**config.mk**
```make
export PLATFORM = sky130hd
export DESIGN_NAME = encoder_phasing_sequencer
export DESIGN_NICKNAME = d
export VERILOG_FILES = /design/src/enc_phase_pkg.sv /design/src/encoder_phasing_sequencer.sv
export SDC_FILE = /design/constraint.sdc
export NUM_CORES = 1
export LEC_CHECK = 0
export ABC_AREA = 0
export BUFFER_PORTS_ARGS = -buffer_cell sky130_fd_sc_hd__buf_2
export CAP_MARGIN = 10
export CELL_PAD_IN_SITES_DETAIL_PLACEMENT = 1
export CELL_PAD_IN_SITES_GLOBAL_PLACEMENT = 1
export CORE_MARGIN = 1
export CORE_UTILIZATION = 43
export DETAILED_ROUTE_END_ITERATION = 6
export HOLD_SLACK_MARGIN = 0.15
export MAX_ROUTING_LAYER = met4
export PLACE_DENSITY = 0.88
export SLEW_MARGIN = 15
export SYNTH_ARGS = -nofsm -noshare
export SYNTH_HDL_FRONTEND = slang
export SYNTH_SLANG_ARGS = --single-unit
```
**constraint.sdc**
```tcl
create_clock -name pclk -period 4.95 [get_ports pclk]
set_input_delay 0.495 -clock pclk [delete_from_list [all_inputs] [get_ports pclk]]
set_output_delay 0.495 -clock pclk [all_outputs]
set_load 0.03 [all_outputs]
```
**src/enc_phase_pkg.sv**
```systemverilog
`default_nettype none
package enc_phase_pkg;

  // register byte offsets
  localparam logic [7:0] OFF_CTRL       = 8'h00;
  localparam logic [7:0] OFF_PRI_LINES  = 8'h04;
  localparam logic [7:0] OFF_AUX_LINES  = 8'h08;
  localparam logic [7:0] OFF_POLES      = 8'h0c;
  localparam logic [7:0] OFF_RESULT     = 8'h10;
  localparam logic [7:0] OFF_STATUS     = 8'h14;
  localparam logic [7:0] OFF_TORQ_CALC  = 8'h18;
  localparam logic [7:0] OFF_TORQ_SAVED = 8'h1c;
  localparam logic [7:0] OFF_IRQ_STAT   = 8'h20;
  localparam logic [7:0] OFF_IRQ_MASK   = 8'h24;

  // control register bit positions
  localparam int CB_CMD1 = 0;
  localparam int CB_CMD2 = 1;
  localparam int CB_SWEN = 2;
  localparam int CB_PFMT = 3;
  localparam int CB_AFMT = 4;
  localparam int CB_SAVE = 5;
  localparam int CB_SRC  = 6;
  localparam int CTRL_W  = 7;

  // status register bit positions
  localparam int SB_OUT1  = 0;
  localparam int SB_OUT2  = 1;
  localparam int SB_DOK   = 2;
  localparam int SB_BUSY  = 3;
  localparam int SB_HWEN  = 4;
  localparam int SB_SAVED = 5;
  localparam int SB_COMM  = 6;

  // interrupt bit positions
  localparam int IB_DONE1 = 0;
  localparam int IB_DONE2 = 1;
  localparam int IB_FAIL  = 2;
  localparam int IRQ_W    = 3;

  // reset values
  localparam logic [15:0] LINE_RESET  = 16'h0400;
  localparam logic [15:0] POLES_RESET = 16'h0000;

  // result codes
  localparam logic [15:0] RC_OK       = 16'h0000;
  localparam logic [15:0] RC_ENABLE   = 16'h0002;
  localparam logic [15:0] RC_POSFB    = 16'h0003;
  localparam logic [15:0] RC_COUNT    = 16'h0004;
  localparam logic [15:0] RC_NOTREADY = 16'h0005;
  localparam logic [15:0] RC_DEVIATE  = 16'h0006;
  localparam logic [15:0] RC_OVER     = 16'h0007;

  // limits
  localparam logic [15:0] TORQ_DEV_MAX = 16'h0019;
  localparam logic [15:0] TORQ_MAX     = 16'h00c8;
  localparam logic [15:0] EXP_MAX      = 16'h0012;

  // motion requests to the current loop
  localparam logic [1:0]  MK_NONE    = 2'h0;
  localparam logic [1:0]  MK_ALIGN   = 2'h1;
  localparam logic [1:0]  MK_QUARTER = 2'h2;
  localparam logic [1:0]  MK_VIBRATE = 2'h3;
  localparam logic [15:0] ANGLE_ZERO = 16'h0000;
  localparam logic [15:0] ANGLE_QTR  = 16'h4000;

  // sequencer states, one-hot
  typedef enum logic [5:0] {
    ST_IDLE  = 6'h01,
    ST_CHECK = 6'h02,
    ST_MOVE1 = 6'h04,
    ST_MOVE2 = 6'h08,
    ST_VIB   = 6'h10,
    ST_DONE  = 6'h20
  } seq_state_e;

endpackage
`default_nettype wire

```
**src/encoder_phasing_sequencer.sv**
```systemverilog
// Design decisions made here: the register addresses and the APB register port.
`timescale 1ns/10ps
`default_nettype none
module encoder_phasing_sequencer
  import enc_phase_pkg::*;
(
  // clock and reset
  input  wire logic        pclk,
  input  wire logic        presetn,
  // apb slave
  input  wire logic        psel,
  input  wire logic        penable,
  input  wire logic        pwrite,
  input  wire logic [7:0]  paddr,
  input  wire logic [31:0] pwdata,
  output logic [31:0]      prdata,
  output logic             pready,
  output logic             pslverr,
  // drive condition
  input  wire logic        hardware_enable_bit,
  input  wire logic [15:0] fault_code,
  input  wire logic        drive_ready,
  input  wire logic        inrush_closed,
  input  wire logic        low_voltage_mode,
  // motion request and feedback
  output logic             motion_start,
  output logic [1:0]       motion_kind,
  output logic [15:0]      motion_param,
  input  wire logic        motion_done,
  input  wire logic [31:0] enc_delta,
  input  wire logic [15:0] vib_torque_time,
  // results
  output logic             emu_zero_reset,
  output logic             commutation_valid,
  output logic             drive_ok_flag,
  output logic             irq
);

  ////////////////////////////////////////////////////////////////////////////
  // registers and state

  logic [CTRL_W-1:0] ctrl;
  logic [15:0]       primary_encoder_line_count;
  logic [15:0]       aux_encoder_line_count;
  logic [15:0]       motor_pole_count;
  logic [15:0]       phasing_result_code;
  logic [15:0]       torque_timing_value;
  logic [15:0]       torque_saved;
  logic              torque_saved_valid;
  logic              type1_outcome_flag;
  logic              type2_outcome_flag;
  logic [IRQ_W-1:0]  irq_stat;
  logic [IRQ_W-1:0]  irq_mask;
  seq_state_e        state;
  logic              run_type2;
  logic [15:0]       next_code;
  logic              wr_en;
  logic              rd_en;
  logic              addr_ok;
  logic [IRQ_W-1:0]  ev;
  logic [15:0]       sel_lines;
  logic              sel_fmt;
  logic [31:0]       eff_delta;
  logic [15:0]       torq_diff;

  // line count unusable: zero, or exponent outside range
  function automatic logic line_bad(input logic [15:0] v, input logic fmt);
    logic [15:0] mag;
    mag = v[15] ? 16'(-v) : v;
    line_bad = (mag == 16'h0000) || (fmt && (mag > EXP_MAX));
  endfunction

  ////////////////////////////////////////////////////////////////////////////
  // apb decode

  assign wr_en   = psel & penable & pwrite;
  assign rd_en   = psel & ~penable & ~pwrite;
  assign pready  = 1'b1;
  assign addr_ok = (paddr[1:0] == 2'b00) && (paddr <= OFF_IRQ_MASK);
  assign pslverr = psel & penable & ~addr_ok;

  // read data captured in setup phase, valid in access phase
  always_ff @(posedge pclk or negedge presetn) begin
    if (!presetn) begin
      prdata <= 32'h0000_0000;
    end else if (rd_en) begin
      case (paddr)
        OFF_CTRL:       prdata <= {25'h0, ctrl};
        OFF_PRI_LINES:  prdata <= {16'h0, primary_encoder_line_count};
        OFF_AUX_LINES:  prdata <= {16'h0, aux_encoder_line_count};
        OFF_POLES:      prdata <= {16'h0, motor_pole_count};
        OFF_RESULT:     prdata <= {16'h0, phasing_result_code};
        OFF_STATUS:     prdata <= {25'h0, commutation_valid,
                                   torque_saved_valid, hardware_enable_bit,
                                   ~state[0], drive_ok_flag,
                                   type2_outcome_flag, type1_outcome_flag};
        OFF_TORQ_CALC:  prdata <= {16'h0, torque_timing_value};
        OFF_TORQ_SAVED: prdata <= {16'h0, torque_saved};
        OFF_IRQ_STAT:   prdata <= {29'h0, irq_stat};
        OFF_IRQ_MASK:   prdata <= {29'h0, irq_mask};
        default:        prdata <= 32'h0000_0000;
      endcase
    end
  end

  // software-written configuration
  always_ff @(posedge pclk or negedge presetn) begin
    if (!presetn) begin
      primary_encoder_line_count <= LINE_RESET;
      aux_encoder_line_count     <= LINE_RESET;
      motor_pole_count           <= POLES_RESET;
      irq_mask                   <= '0;
    end else if (wr_en) begin
      case (paddr)
        OFF_PRI_LINES: primary_encoder_line_count <= pwdata[15:0];
        OFF_AUX_LINES: aux_encoder_line_count     <= pwdata[15:0];
        OFF_POLES:     motor_pole_count           <= pwdata[15:0];
        OFF_IRQ_MASK:  irq_mask                   <= pwdata[IRQ_W-1:0];
        default:       ;
      endcase
    end
  end

  // control bits; commands are cleared by the sequencer at the end
  always_ff @(posedge pclk or negedge presetn) begin
    if (!presetn) begin
      ctrl <= '0;
    end else begin
      if (wr_en && paddr == OFF_CTRL) begin
        ctrl <= pwdata[CTRL_W-1:0];
        ctrl[CB_SAVE] <= 1'b0;
      end
      if (state == ST_DONE) begin
        ctrl[CB_CMD1] <= 1'b0;
        ctrl[CB_CMD2] <= 1'b0;
      end
    end
  end

  ////////////////////////////////////////////////////////////////////////////
  // sequencer

  // feedback source and sign-corrected displacement
  assign sel_lines = ctrl[CB_SRC] ? aux_encoder_line_count
                                  : primary_encoder_line_count;
  assign sel_fmt   = ctrl[CB_SRC] ? ctrl[CB_AFMT] : ctrl[CB_PFMT];
  assign eff_delta = sel_lines[15] ? 32'(-enc_delta) : enc_delta;
  assign torq_diff = (vib_torque_time > torque_saved)
                   ? 16'(vib_torque_time - torque_saved)
                   : 16'(torque_saved - vib_torque_time);

  // result code for the step being left
  always_comb begin
    next_code = RC_OK;
    case (state)
      ST_CHECK: begin
        if (ctrl[CB_SWEN] || !hardware_enable_bit)
          next_code = RC_ENABLE;
        else if (fault_code != 16'h0000 || !drive_ready || !inrush_closed ||
                 low_voltage_mode)
          next_code = RC_NOTREADY;
        else if (!run_type2 &&
                 (motor_pole_count == 16'h0000 ||
                  line_bad(primary_encoder_line_count, ctrl[CB_PFMT]) ||
                  line_bad(aux_encoder_line_count, ctrl[CB_AFMT])))
          next_code = RC_COUNT;
      end
      ST_MOVE2: begin
        if (eff_delta[31])
          next_code = RC_POSFB;
        else if (eff_delta == 32'h0000_0000 || line_bad(sel_lines, sel_fmt))
          next_code = RC_COUNT;
      end
      ST_VIB: begin
        if (vib_torque_time > TORQ_MAX)
          next_code = RC_OVER;
        else if (torque_saved_valid && torq_diff > TORQ_DEV_MAX)
          next_code = RC_DEVIATE;
      end
      default: next_code = RC_OK;
    endcase
  end

  // state machine
  always_ff @(posedge pclk or negedge presetn) begin
    if (!presetn) begin
      state     <= ST_IDLE;
      run_type2 <= 1'b0;
    end else begin
      case (state)
        ST_IDLE: begin
          if (ctrl[CB_CMD1] || ctrl[CB_CMD2]) begin
            run_type2 <= ~ctrl[CB_CMD1] & ctrl[CB_CMD2];
            state     <= ST_CHECK;
          end
        end
        ST_CHECK: begin
          if (next_code != RC_OK)
            state <= ST_DONE;
          else
            state <= run_type2 ? ST_VIB : ST_MOVE1;
        end
        ST_MOVE1: if (motion_done) state <= ST_MOVE2;
        ST_MOVE2: if (motion_done) state <= ST_DONE;
        ST_VIB:   if (motion_done) state <= ST_DONE;
        ST_DONE:  state <= ST_IDLE;
        default:  state <= ST_IDLE;
      endcase
    end
  end

  // result code from a refused check or from each finished move
  always_ff @(posedge pclk or negedge presetn) begin
    if (!presetn) begin
      phasing_result_code <= RC_OK;
    end else if (state == ST_CHECK && next_code != RC_OK) begin
      phasing_result_code <= next_code;
    end else if ((state == ST_MOVE2 || state == ST_VIB) && motion_done) begin
      phasing_result_code <= next_code;
    end else if (state == ST_MOVE1 && motion_done) begin
      phasing_result_code <= RC_OK;
    end
  end

  // motion request pulses toward the current loop
  always_ff @(posedge pclk or negedge presetn) begin
    if (!presetn) begin
      motion_start <= 1'b0;
      motion_kind  <= MK_NONE;
      motion_param <= ANGLE_ZERO;
    end else begin
      motion_start <= 1'b0;
      if (state == ST_CHECK && next_code == RC_OK) begin
        motion_start <= 1'b1;
        motion_kind  <= run_type2 ? MK_VIBRATE : MK_ALIGN;
        motion_param <= (run_type2 && torque_saved_valid) ? torque_saved
                                                          : ANGLE_ZERO;
      end else if (state == ST_MOVE1 && motion_done) begin
        motion_start <= 1'b1;
        motion_kind  <= MK_QUARTER;
        motion_param <= ANGLE_QTR;
      end else if (state == ST_DONE) begin
        motion_kind  <= MK_NONE;
      end
    end
  end

  // emulated encoder zero re-armed whenever a command is taken
  always_ff @(posedge pclk or negedge presetn) begin
    if (!presetn)
      emu_zero_reset <= 1'b0;
    else
      emu_zero_reset <= (state == ST_IDLE) &&
                        (ctrl[CB_CMD1] || ctrl[CB_CMD2]);
  end

  // outcome flags; a new attempt of a type clears its flag
  always_ff @(posedge pclk or negedge presetn) begin
    if (!presetn) begin
      type1_outcome_flag <= 1'b0;
      type2_outcome_flag <= 1'b0;
    end else if (state == ST_CHECK) begin
      if (run_type2)
        type2_outcome_flag <= 1'b0;
      else
        type1_outcome_flag <= 1'b0;
    end else if (motion_done && next_code == RC_OK) begin
      if (state == ST_MOVE2)
        type1_outcome_flag <= 1'b1;
      if (state == ST_VIB)
        type2_outcome_flag <= 1'b1;
    end
  end

  // measured torque timing and the saved copy
  always_ff @(posedge pclk or negedge presetn) begin
    if (!presetn) begin
      torque_timing_value <= 16'h0000;
      torque_saved        <= 16'h0000;
      torque_saved_valid  <= 1'b0;
    end else begin
      if (state == ST_VIB && motion_done)
        torque_timing_value <= vib_torque_time;
      if (wr_en && paddr == OFF_CTRL && pwdata[CB_SAVE] &&
          !hardware_enable_bit) begin
        torque_saved       <= torque_timing_value;
        torque_saved_valid <= 1'b1;
      end
    end
  end

  // commutation and drive ok gating
  assign commutation_valid = type1_outcome_flag | type2_outcome_flag;
  assign drive_ok_flag = type1_outcome_flag && type2_outcome_flag &&
                         hardware_enable_bit && fault_code == 16'h0000 &&
                         drive_ready;

  ////////////////////////////////////////////////////////////////////////////
  // interrupts: sticky, write one to clear, set wins

  assign ev[IB_DONE1] = state == ST_MOVE2 && motion_done && next_code == RC_OK;
  assign ev[IB_DONE2] = state == ST_VIB && motion_done && next_code == RC_OK;
  assign ev[IB_FAIL]  = state == ST_DONE && phasing_result_code != RC_OK;

  always_ff @(posedge pclk or negedge presetn) begin
    if (!presetn)
      irq_stat <= '0;
    else if (wr_en && paddr == OFF_IRQ_STAT)
      irq_stat <= (irq_stat & ~pwdata[IRQ_W-1:0]) | ev;
    else
      irq_stat <= irq_stat | ev;
  end

  assign irq = |(irq_stat & irq_mask);
endmodule // encoder_phasing_sequencer
`default_nettype wire

```
-- Word level (Yosys, flattened, before mapping)
Index checks and enable logic that the tools add are counted.
- shift-type cells: 0
- reduce and logical (&&, ||, !) cells: 71
- eq/ne operators: 20
- bitwise logic cells: 17
- divide/modulo/power cells: 0
- $add $sub $neg: 6
- magnitude comparators: 7
- mux-type cells: 45
- $mul: 0
- operators with widths (cell ; number):
    two-way mux 16 bit ; 11
    case mux 16 bit (10 select lines) ; 1
    logical NOT 16 bit ; 6
    greater-than comparator 16 x 5 -> 1 bit (second input constant) ; 4
    negator 16 bit ; 3
    case mux 16 bit (3 select lines) ; 1
    nonzero test 16 bit ; 3
    equality test 8 x 5 -> 1 bit (second input constant) ; 4
    logical NOT 32 bit ; 1
    two-way mux 32 bit ; 1
    negator 32 bit ; 1
    subtractor 16 bit ; 2
    logical AND 1 bit ; 26
    two-way mux 3 bit ; 8
    two-way mux 6 bit ; 4
    case mux 6 bit (4 select lines) ; 1
    equality test 8 x 4 -> 1 bit (second input constant) ; 2
    equality test 8 x 6 -> 1 bit (second input constant) ; 2
    greater-than comparator 16 bit ; 1
    greater-than comparator 16 x 8 -> 1 bit (second input constant) ; 1
    logical OR 1 bit ; 12
    two-way mux 2 bit ; 6
    two-way mux 1 bit ; 11
    AND reduction 2 bit ; 5
    25 further kinds ; 49
- flip-flop bits (word level): 170
- word-level logic and storage cells: 186
- RAM bits: 0
- input bits: 114
- bits in read-only memories: 0
- memories: 0
- latch bits: 0

-- Longest topological paths before layout
- depth in word-level cells: 16
- mapped depth: 17
- depth with buffers taken out: 15

-- Worst setup path after synthesis
Ideal clock, no wire load.
- kind: register to register
- from: register ctrl[6]
- to: register motion_param[10]
- library setup time: 79 ps
- period minus slack after synthesis: 3888 ps
- setup slack: 1062 ps
- stages on the path, launching flop included: 17
- required time: 4871 ps
- data arrival time: 3808 ps
- cells stage by stage: dfrtp_1 -> buf_2 -> buf_2 -> mux2i_1 -> ha_1 -> nor4bb_1 -> nor2_1 -> nor4_1 -> mux2i_1 -> nor4_2 -> a31oi_1 -> a311oi_2 -> nand2_1 -> nor3b_2 -> buf_6 -> buf_12 -> mux2i_1
- word-level cells in the longest chain between the ends: 13
- elaborated cells on any way between the ends: 18
- classes of those cells: add/sub (1); order compare (1); mux (8); reduce/logical (8)
- ends and longest elaborated chain (element ; RTL line ; text):
    from (decl) ; encoder_phasing_sequencer.sv:42 ; logic [CTRL_W-1:0] ctrl;
    from (signal assigned) ; encoder_phasing_sequencer.sv:130 ; ctrl <= pwdata[CTRL_W-1:0];
    two-way mux 16 bit ; encoder_phasing_sequencer.sv:144 ; assign sel_lines = ctrl[CB_SRC] ? aux_encoder_line_count
    negator 16 bit ; encoder_phasing_sequencer.sv:69 ; mag = v[15] ? 16'(-v) : v;
    two-way mux 16 bit ; encoder_phasing_sequencer.sv:69 ;
    greater-than comparator 16 x 5 -> 1 bit ; encoder_phasing_sequencer.sv:70 ; line_bad = (mag == 16'h0000) || (fmt && (mag > EXP_MAX));
    logical AND 1 bit ; encoder_phasing_sequencer.sv:70 ;
    logical OR 1 bit ; encoder_phasing_sequencer.sv:70 ;
    logical OR 1 bit ; encoder_phasing_sequencer.sv:171 ; else if (eff_delta == 32'h0000_0000 || line_bad(sel_lines, sel_fmt))
    two-way mux 3 bit ; encoder_phasing_sequencer.sv:171 ;
    two-way mux 3 bit (*) ; encoder_phasing_sequencer.sv:169 ; if (eff_delta[31])
    case mux 16 bit (3 select lines) (*) ; encoder_phasing_sequencer.sv:155 ; case (state)
    logical NOT 16 bit (*) ; encoder_phasing_sequencer.sv:233 ; if (state == ST_CHECK && next_code == RC_OK) begin
    logical AND 1 bit (*) ; encoder_phasing_sequencer.sv:233 ;
    two-way mux 16 bit or nonzero test 2 bit (tied branches) ; -- ;
    to (signal assigned) ; encoder_phasing_sequencer.sv:236 ; motion_param <= (run_type2 && torque_saved_valid) ? torque_saved
    to (decl) ; encoder_phasing_sequencer.sv:28 ; output logic [15:0] motion_param,
Mark *: on every way between the ends. The rest lies on a longest branch, timed or not.
A chain may end at the register's enable or synchronous reset.

-- Final worst setup path
- from: register primary_encoder_line_count[0]
- to: register motion_param[8]
- word-level cells in the longest chain between the ends: 15
- elaborated cells on any way between the ends: 27
- classes of those cells: add/sub (2); order compare (2); mux (10); reduce/logical (13)
- ends and longest elaborated chain (element ; RTL line ; text):
    from (decl) ; encoder_phasing_sequencer.sv:43 ; logic [15:0] primary_encoder_line_count;
    from (signal assigned) ; encoder_phasing_sequencer.sv:115 ; OFF_PRI_LINES: primary_encoder_line_count <= pwdata[15:0];
    negator 16 bit ; encoder_phasing_sequencer.sv:69 ;
    two-way mux 16 bit ; encoder_phasing_sequencer.sv:69 ;
    greater-than comparator 16 x 5 -> 1 bit ; encoder_phasing_sequencer.sv:70 ;
    logical AND 1 bit ; encoder_phasing_sequencer.sv:70 ;
    logical OR 1 bit ; encoder_phasing_sequencer.sv:70 ;
    logical OR 1 bit ; encoder_phasing_sequencer.sv:163 ; (motor_pole_count == 16'h0000 ||
    logical OR 1 bit ; encoder_phasing_sequencer.sv:164 ; line_bad(primary_encoder_line_count, ctrl[CB_PFMT]) ||
    logical AND 1 bit ; encoder_phasing_sequencer.sv:162 ; else if (!run_type2 &&
    two-way mux 3 bit ; encoder_phasing_sequencer.sv:162 ;
    two-way mux 3 bit ; encoder_phasing_sequencer.sv:159 ; else if (fault_code != 16'h0000 || !drive_ready || !inrush_closed ||
    two-way mux 3 bit ; encoder_phasing_sequencer.sv:157 ; if (ctrl[CB_SWEN] || !hardware_enable_bit)
    case mux 16 bit (3 select lines) (*) ; encoder_phasing_sequencer.sv:155 ;
    logical NOT 16 bit (*) ; encoder_phasing_sequencer.sv:233 ;
    logical AND 1 bit (*) ; encoder_phasing_sequencer.sv:233 ;
    two-way mux 16 bit or nonzero test 2 bit (tied branches) ; -- ;
Marks and branches as above.

==> flow_metrics.env <==
export IMPL_hp_class="input port to async pin"
export IMPL_path_class="register to register"
export IMPL_rows=56
export IMPL_slowest_stage="nor4bb_1"
export IMPL_pwr_share_comb=0.198
export IMPL_worstPathBufferInverterCount=1
export IMPL_r2r_cells=13
export IMPL_critPathMaxFanout=8
export IMPL_dieWidth_um=156.6
export IMPL_drc=1
export IMPL_switching_share=0.3323
export IMPL_finalMaxSlewViolations=0
export IMPL_ys_ff_latch=141
export IMPL_timing_fmax_mhz=216.7
export IMPL_io_pins=171
export IMPL_drt_first_pass_iters=7
export IMPL_drive_gt1_frac=0.2270
export IMPL_die_h_um=156.6
export IMPL_synth_edff_count=0
export IMPL_status="finished, violations left"
export IMPL_fin_hold_ws_ns=0.1540
export IMPL_fill_cells=2797
export IMPL_rsz0062_at_grt="false"
export IMPL_drv_cap=0
export IMPL_design_area_sq_um=11650
export IMPL_slowest_delay_ns=0.64
export IMPL_drt_wirelength_per_cell_um=22.04
export IMPL_numCtsBuffers=17
export IMPL_r2r_end="motion_param[8]"
export IMPL_syn2layout_area_growth_pct=13.33
export IMPL_drtIter0Drc=806
export IMPL_setup_viol=0
export IMPL_setup_slack_ns=0.3355
export IMPL_syn_area_per_cell_sq_um=8.659
export IMPL_synth_area_leaders="dfrtp_1 34%, mux2_2 9.2%, nand2_1 5.1%, mux2i_1 4.8%, ha_1 4.4%"
export IMPL_synth_ff_type="dfrtp_1"
export IMPL_synth_warnings=0
export IMPL_power_switching_w=0.001069
export IMPL_die_area_sq_um=24530
export IMPL_p_per_area_nw_per_um2=276.3
export IMPL_synth_cell_type_count=85
export IMPL_crit_chain="mux2i_1 > ha_1 > nor4bb_1 > o21ai_0 > a221oi_1 > nand4_1 > nor4_2 > a31oi_1 > a311oi_2 > nand2_1 > nor3b_4 > buf_4 > mux2i_1"
export IMPL_synth_top_area_share=0.3360
export IMPL_min_period_ns=4.614
export IMPL_cp_top_family="simple AND/OR/NAND/NOR gates"
export IMPL_required_ns=5.29
export IMPL_overflow=0
export IMPL_end_kind="register"
export IMPL_r2r_slack_ns=0.34
export IMPL_grt_max_degree=103
export IMPL_leakage_nw=5.288
export IMPL_reg2reg_from="primary_encoder_line_count[0]"
export IMPL_cp_common_cell="mux2i_1"
export IMPL_gp_congestion=0.9531
export IMPL_power_frac_clock=0.397
export IMPL_placed_cells=1578
export IMPL_routed_via_count=9957
export IMPL_grt_usage=0.3062
export IMPL_violations="DRC"
export IMPL_place_ws_ns=0.4404
export IMPL_cts_root_buf="clkbuf_16"
export IMPL_antenna_found_initial=0
export IMPL_synth_seq_area_share=0.3436
export IMPL_initial_utilization=0.4379
export IMPL_ir_worst_vdd_uv=192.7
export IMPL_synth_area_leader_cell="dfrtp_1"
export IMPL_worstSkewPairLatency_ns=0.43
export IMPL_htreeDepth=4
export IMPL_place_area_sq_um=11070
export IMPL_cts_tree="yes"
export IMPL_hpwl_mm=25.74
export IMPL_cts_setup_buffers=0
export IMPL_startpoint_type="register"
export IMPL_clockBufferDepth=2
export IMPL_final_nets=1430
export IMPL_setup_tns_ns=0
export IMPL_cp_data_arrival_time_ns=4.96
export IMPL_period_share=0.9322
export IMPL_coreArea_sq_um=23470
export IMPL_grt_pass1_wl_mm=56.50
export IMPL_finalNonFillerCells=1610
export IMPL_hold_buffers=0
export IMPL_post_cts_resized=0
export IMPL_finalHoldViolations=0
export IMPL_intPower_w=0.002149
export IMPL_syn_cell_area_sq_um=10280
export IMPL_clk_pin_slew_ns=0.07
export IMPL_wirelength_mm=35.49
export IMPL_routed_via_density=6.184
export IMPL_ant_nets=0
export IMPL_seqPwrFrac=0.405
export IMPL_n_antenna_cell=0
export IMPL_grt_pass1_vias=10520
export IMPL_cts_sinks=141
export IMPL_fin_skew_ns=0.01250
export IMPL_worstMarginPinSlew_ns=1.028
export IMPL_port_buffer_count=137
export IMPL_relSlewSlack=0.3148
export IMPL_synth_async_sr_flop_share=1.000
export IMPL_synthCells=1187
cells in the mapped netlist, types with 5 or more instances:
cell and instances:
o21ai_0 83, ha_1 36, a211o_1 5, a211oi_1 5
nor4b_1 6, and3_1 17, or2_2 9, a221oi_1 17
a21o_1 11, nor3_1 27, nor4_1 30, xnor2_1 13
dfrtp_1 138, o22ai_1 6, o21a_1 6, inv_1 54
clkbuf_1 60, o211ai_1 6, a21oi_1 64, buf_1 5
buf_4 17, nor2b_1 11, or3_1 6, o2111ai_1 5
nand4_1 16, xor2_1 10, mux2_2 84, buf_2 6
nor2_1 89, a31oi_1 13, a32oi_1 5, nand2b_1 13
mux2i_1 49, nand2_1 139, and2_1 10, nand3_1 24
placed cells by master (no fill, tap or decap), drive strengths merged, types with 7 or more instances in the layout:
cell type,Yosys,routed
a21o,11,11
a21oi,64,64
a221oi,17,17
a31oi,13,13
and2,10,10
and3,17,17
buf,32,149
clkbuf,60,17
conb,2,17
dfrtp,138,138
ha,36,36
inv,54,64
mux2,84,84
mux2i,49,49
nand2,139,139
nand2b,13,13
nand3,24,24
nand4,16,16
nor2,89,89
nor2b,11,11
nor3,27,27
nor4,32,32
o21ai,83,83
or2,9,9
or3,7,7
xnor2,13,13
xor2,10,10
worst max path at each step:
stage	startpoint	to	slack [ns]	cells after the start
6_report	primary_encoder_line_count[0]	motion_param[8]	0.34	13
5_1_grt	ctrl[6]	motion_param[8]	0.03	13
4_1_cts	primary_encoder_line_count[0]	motion_param[8]	0.39	13
3_5_place_dp	vib_torque_time[0]	motion_param[3]	0.44	16
3_3_place_gp	vib_torque_time[0]	motion_param[4]	0.54	16
2_1_floorplan	ctrl[6]	motion_param[10]	1.06	16
through the flow:
| stage | total power (W) | util |
|---|---|---|
| after floorplan | 0.001712 | - |
| after global placement | 0.001915 | 0.4717 |
| after detailed placement | 0.001941 | 0.4717 |
| after CTS | 0.003223 | 0.4963 |
| after global routing | 0.003323 | 0.4963 |
| final | 0.003218 | 0.4963 |
layer usage:
| metal | GRT usage | routed length, um |
|---|---|---|
| met5 | - | 0 |
| met2 | 0.5193 | 17810 |
| met1 | 0.3571 | 14490 |
| met4 | 0.1438 | 1287 |
| met3 | 0.04486 | 1909 |
final cells by class:
| type | count | area [sq um] | share of cell area |
|---|---|---|---|
| tap | 319 | 399.1 | 0.03426 |
| inverter | 54 | 202.7 | 0.01740 |
| clock buffer | 17 | 425.4 | 0.03652 |
| sequential | 141 | 3532 | 0.3032 |
| timing repair buffer | 149 | 782.0 | 0.06713 |
| clock inverter | 15 | 151.4 | 0.01300 |
| multi-input combinational | 915 | 6156 | 0.5285 |
kinds of logic after synthesis:
group	share of synthesized area
simple gates	0.2030
compound gates	0.1815
buf+inv	0.06403
flops	0.3436
mux	0.1397
fa+ha+maj	0.04772
xor+xnor	0.01960
other cells	0.0007306
registers in the layout, summed over array words and instances, names as in the netlist, 3 cells and up:
name / flops
motor_pole_count: 16
motion_param: 16
state: 6
irq_stat: 3
aux_encoder_line_count: 16
phasing_result_code: 3
torque_saved: 16
ctrl: 6
prdata: 16
torque_timing_value: 16
irq_mask: 3
primary_encoder_line_count: 16
power groups by stage:
stage | combinational [W] | sequential (W) | clock [W]
3_5_place_dp | 0.000625 | 0.00132 | 0
3_3_place_gp | 0.000600 | 0.00131 | 0
6_report | 0.000637 | 0.00130 | 0.00128
2_1_floorplan | 0.000303 | 0.00141 | 0
4_1_cts | 0.000636 | 0.00130 | 0.00129
5_1_grt | 0.000687 | 0.00131 | 0.00133
Note: power is estimated with default switching activity, not from simulation.
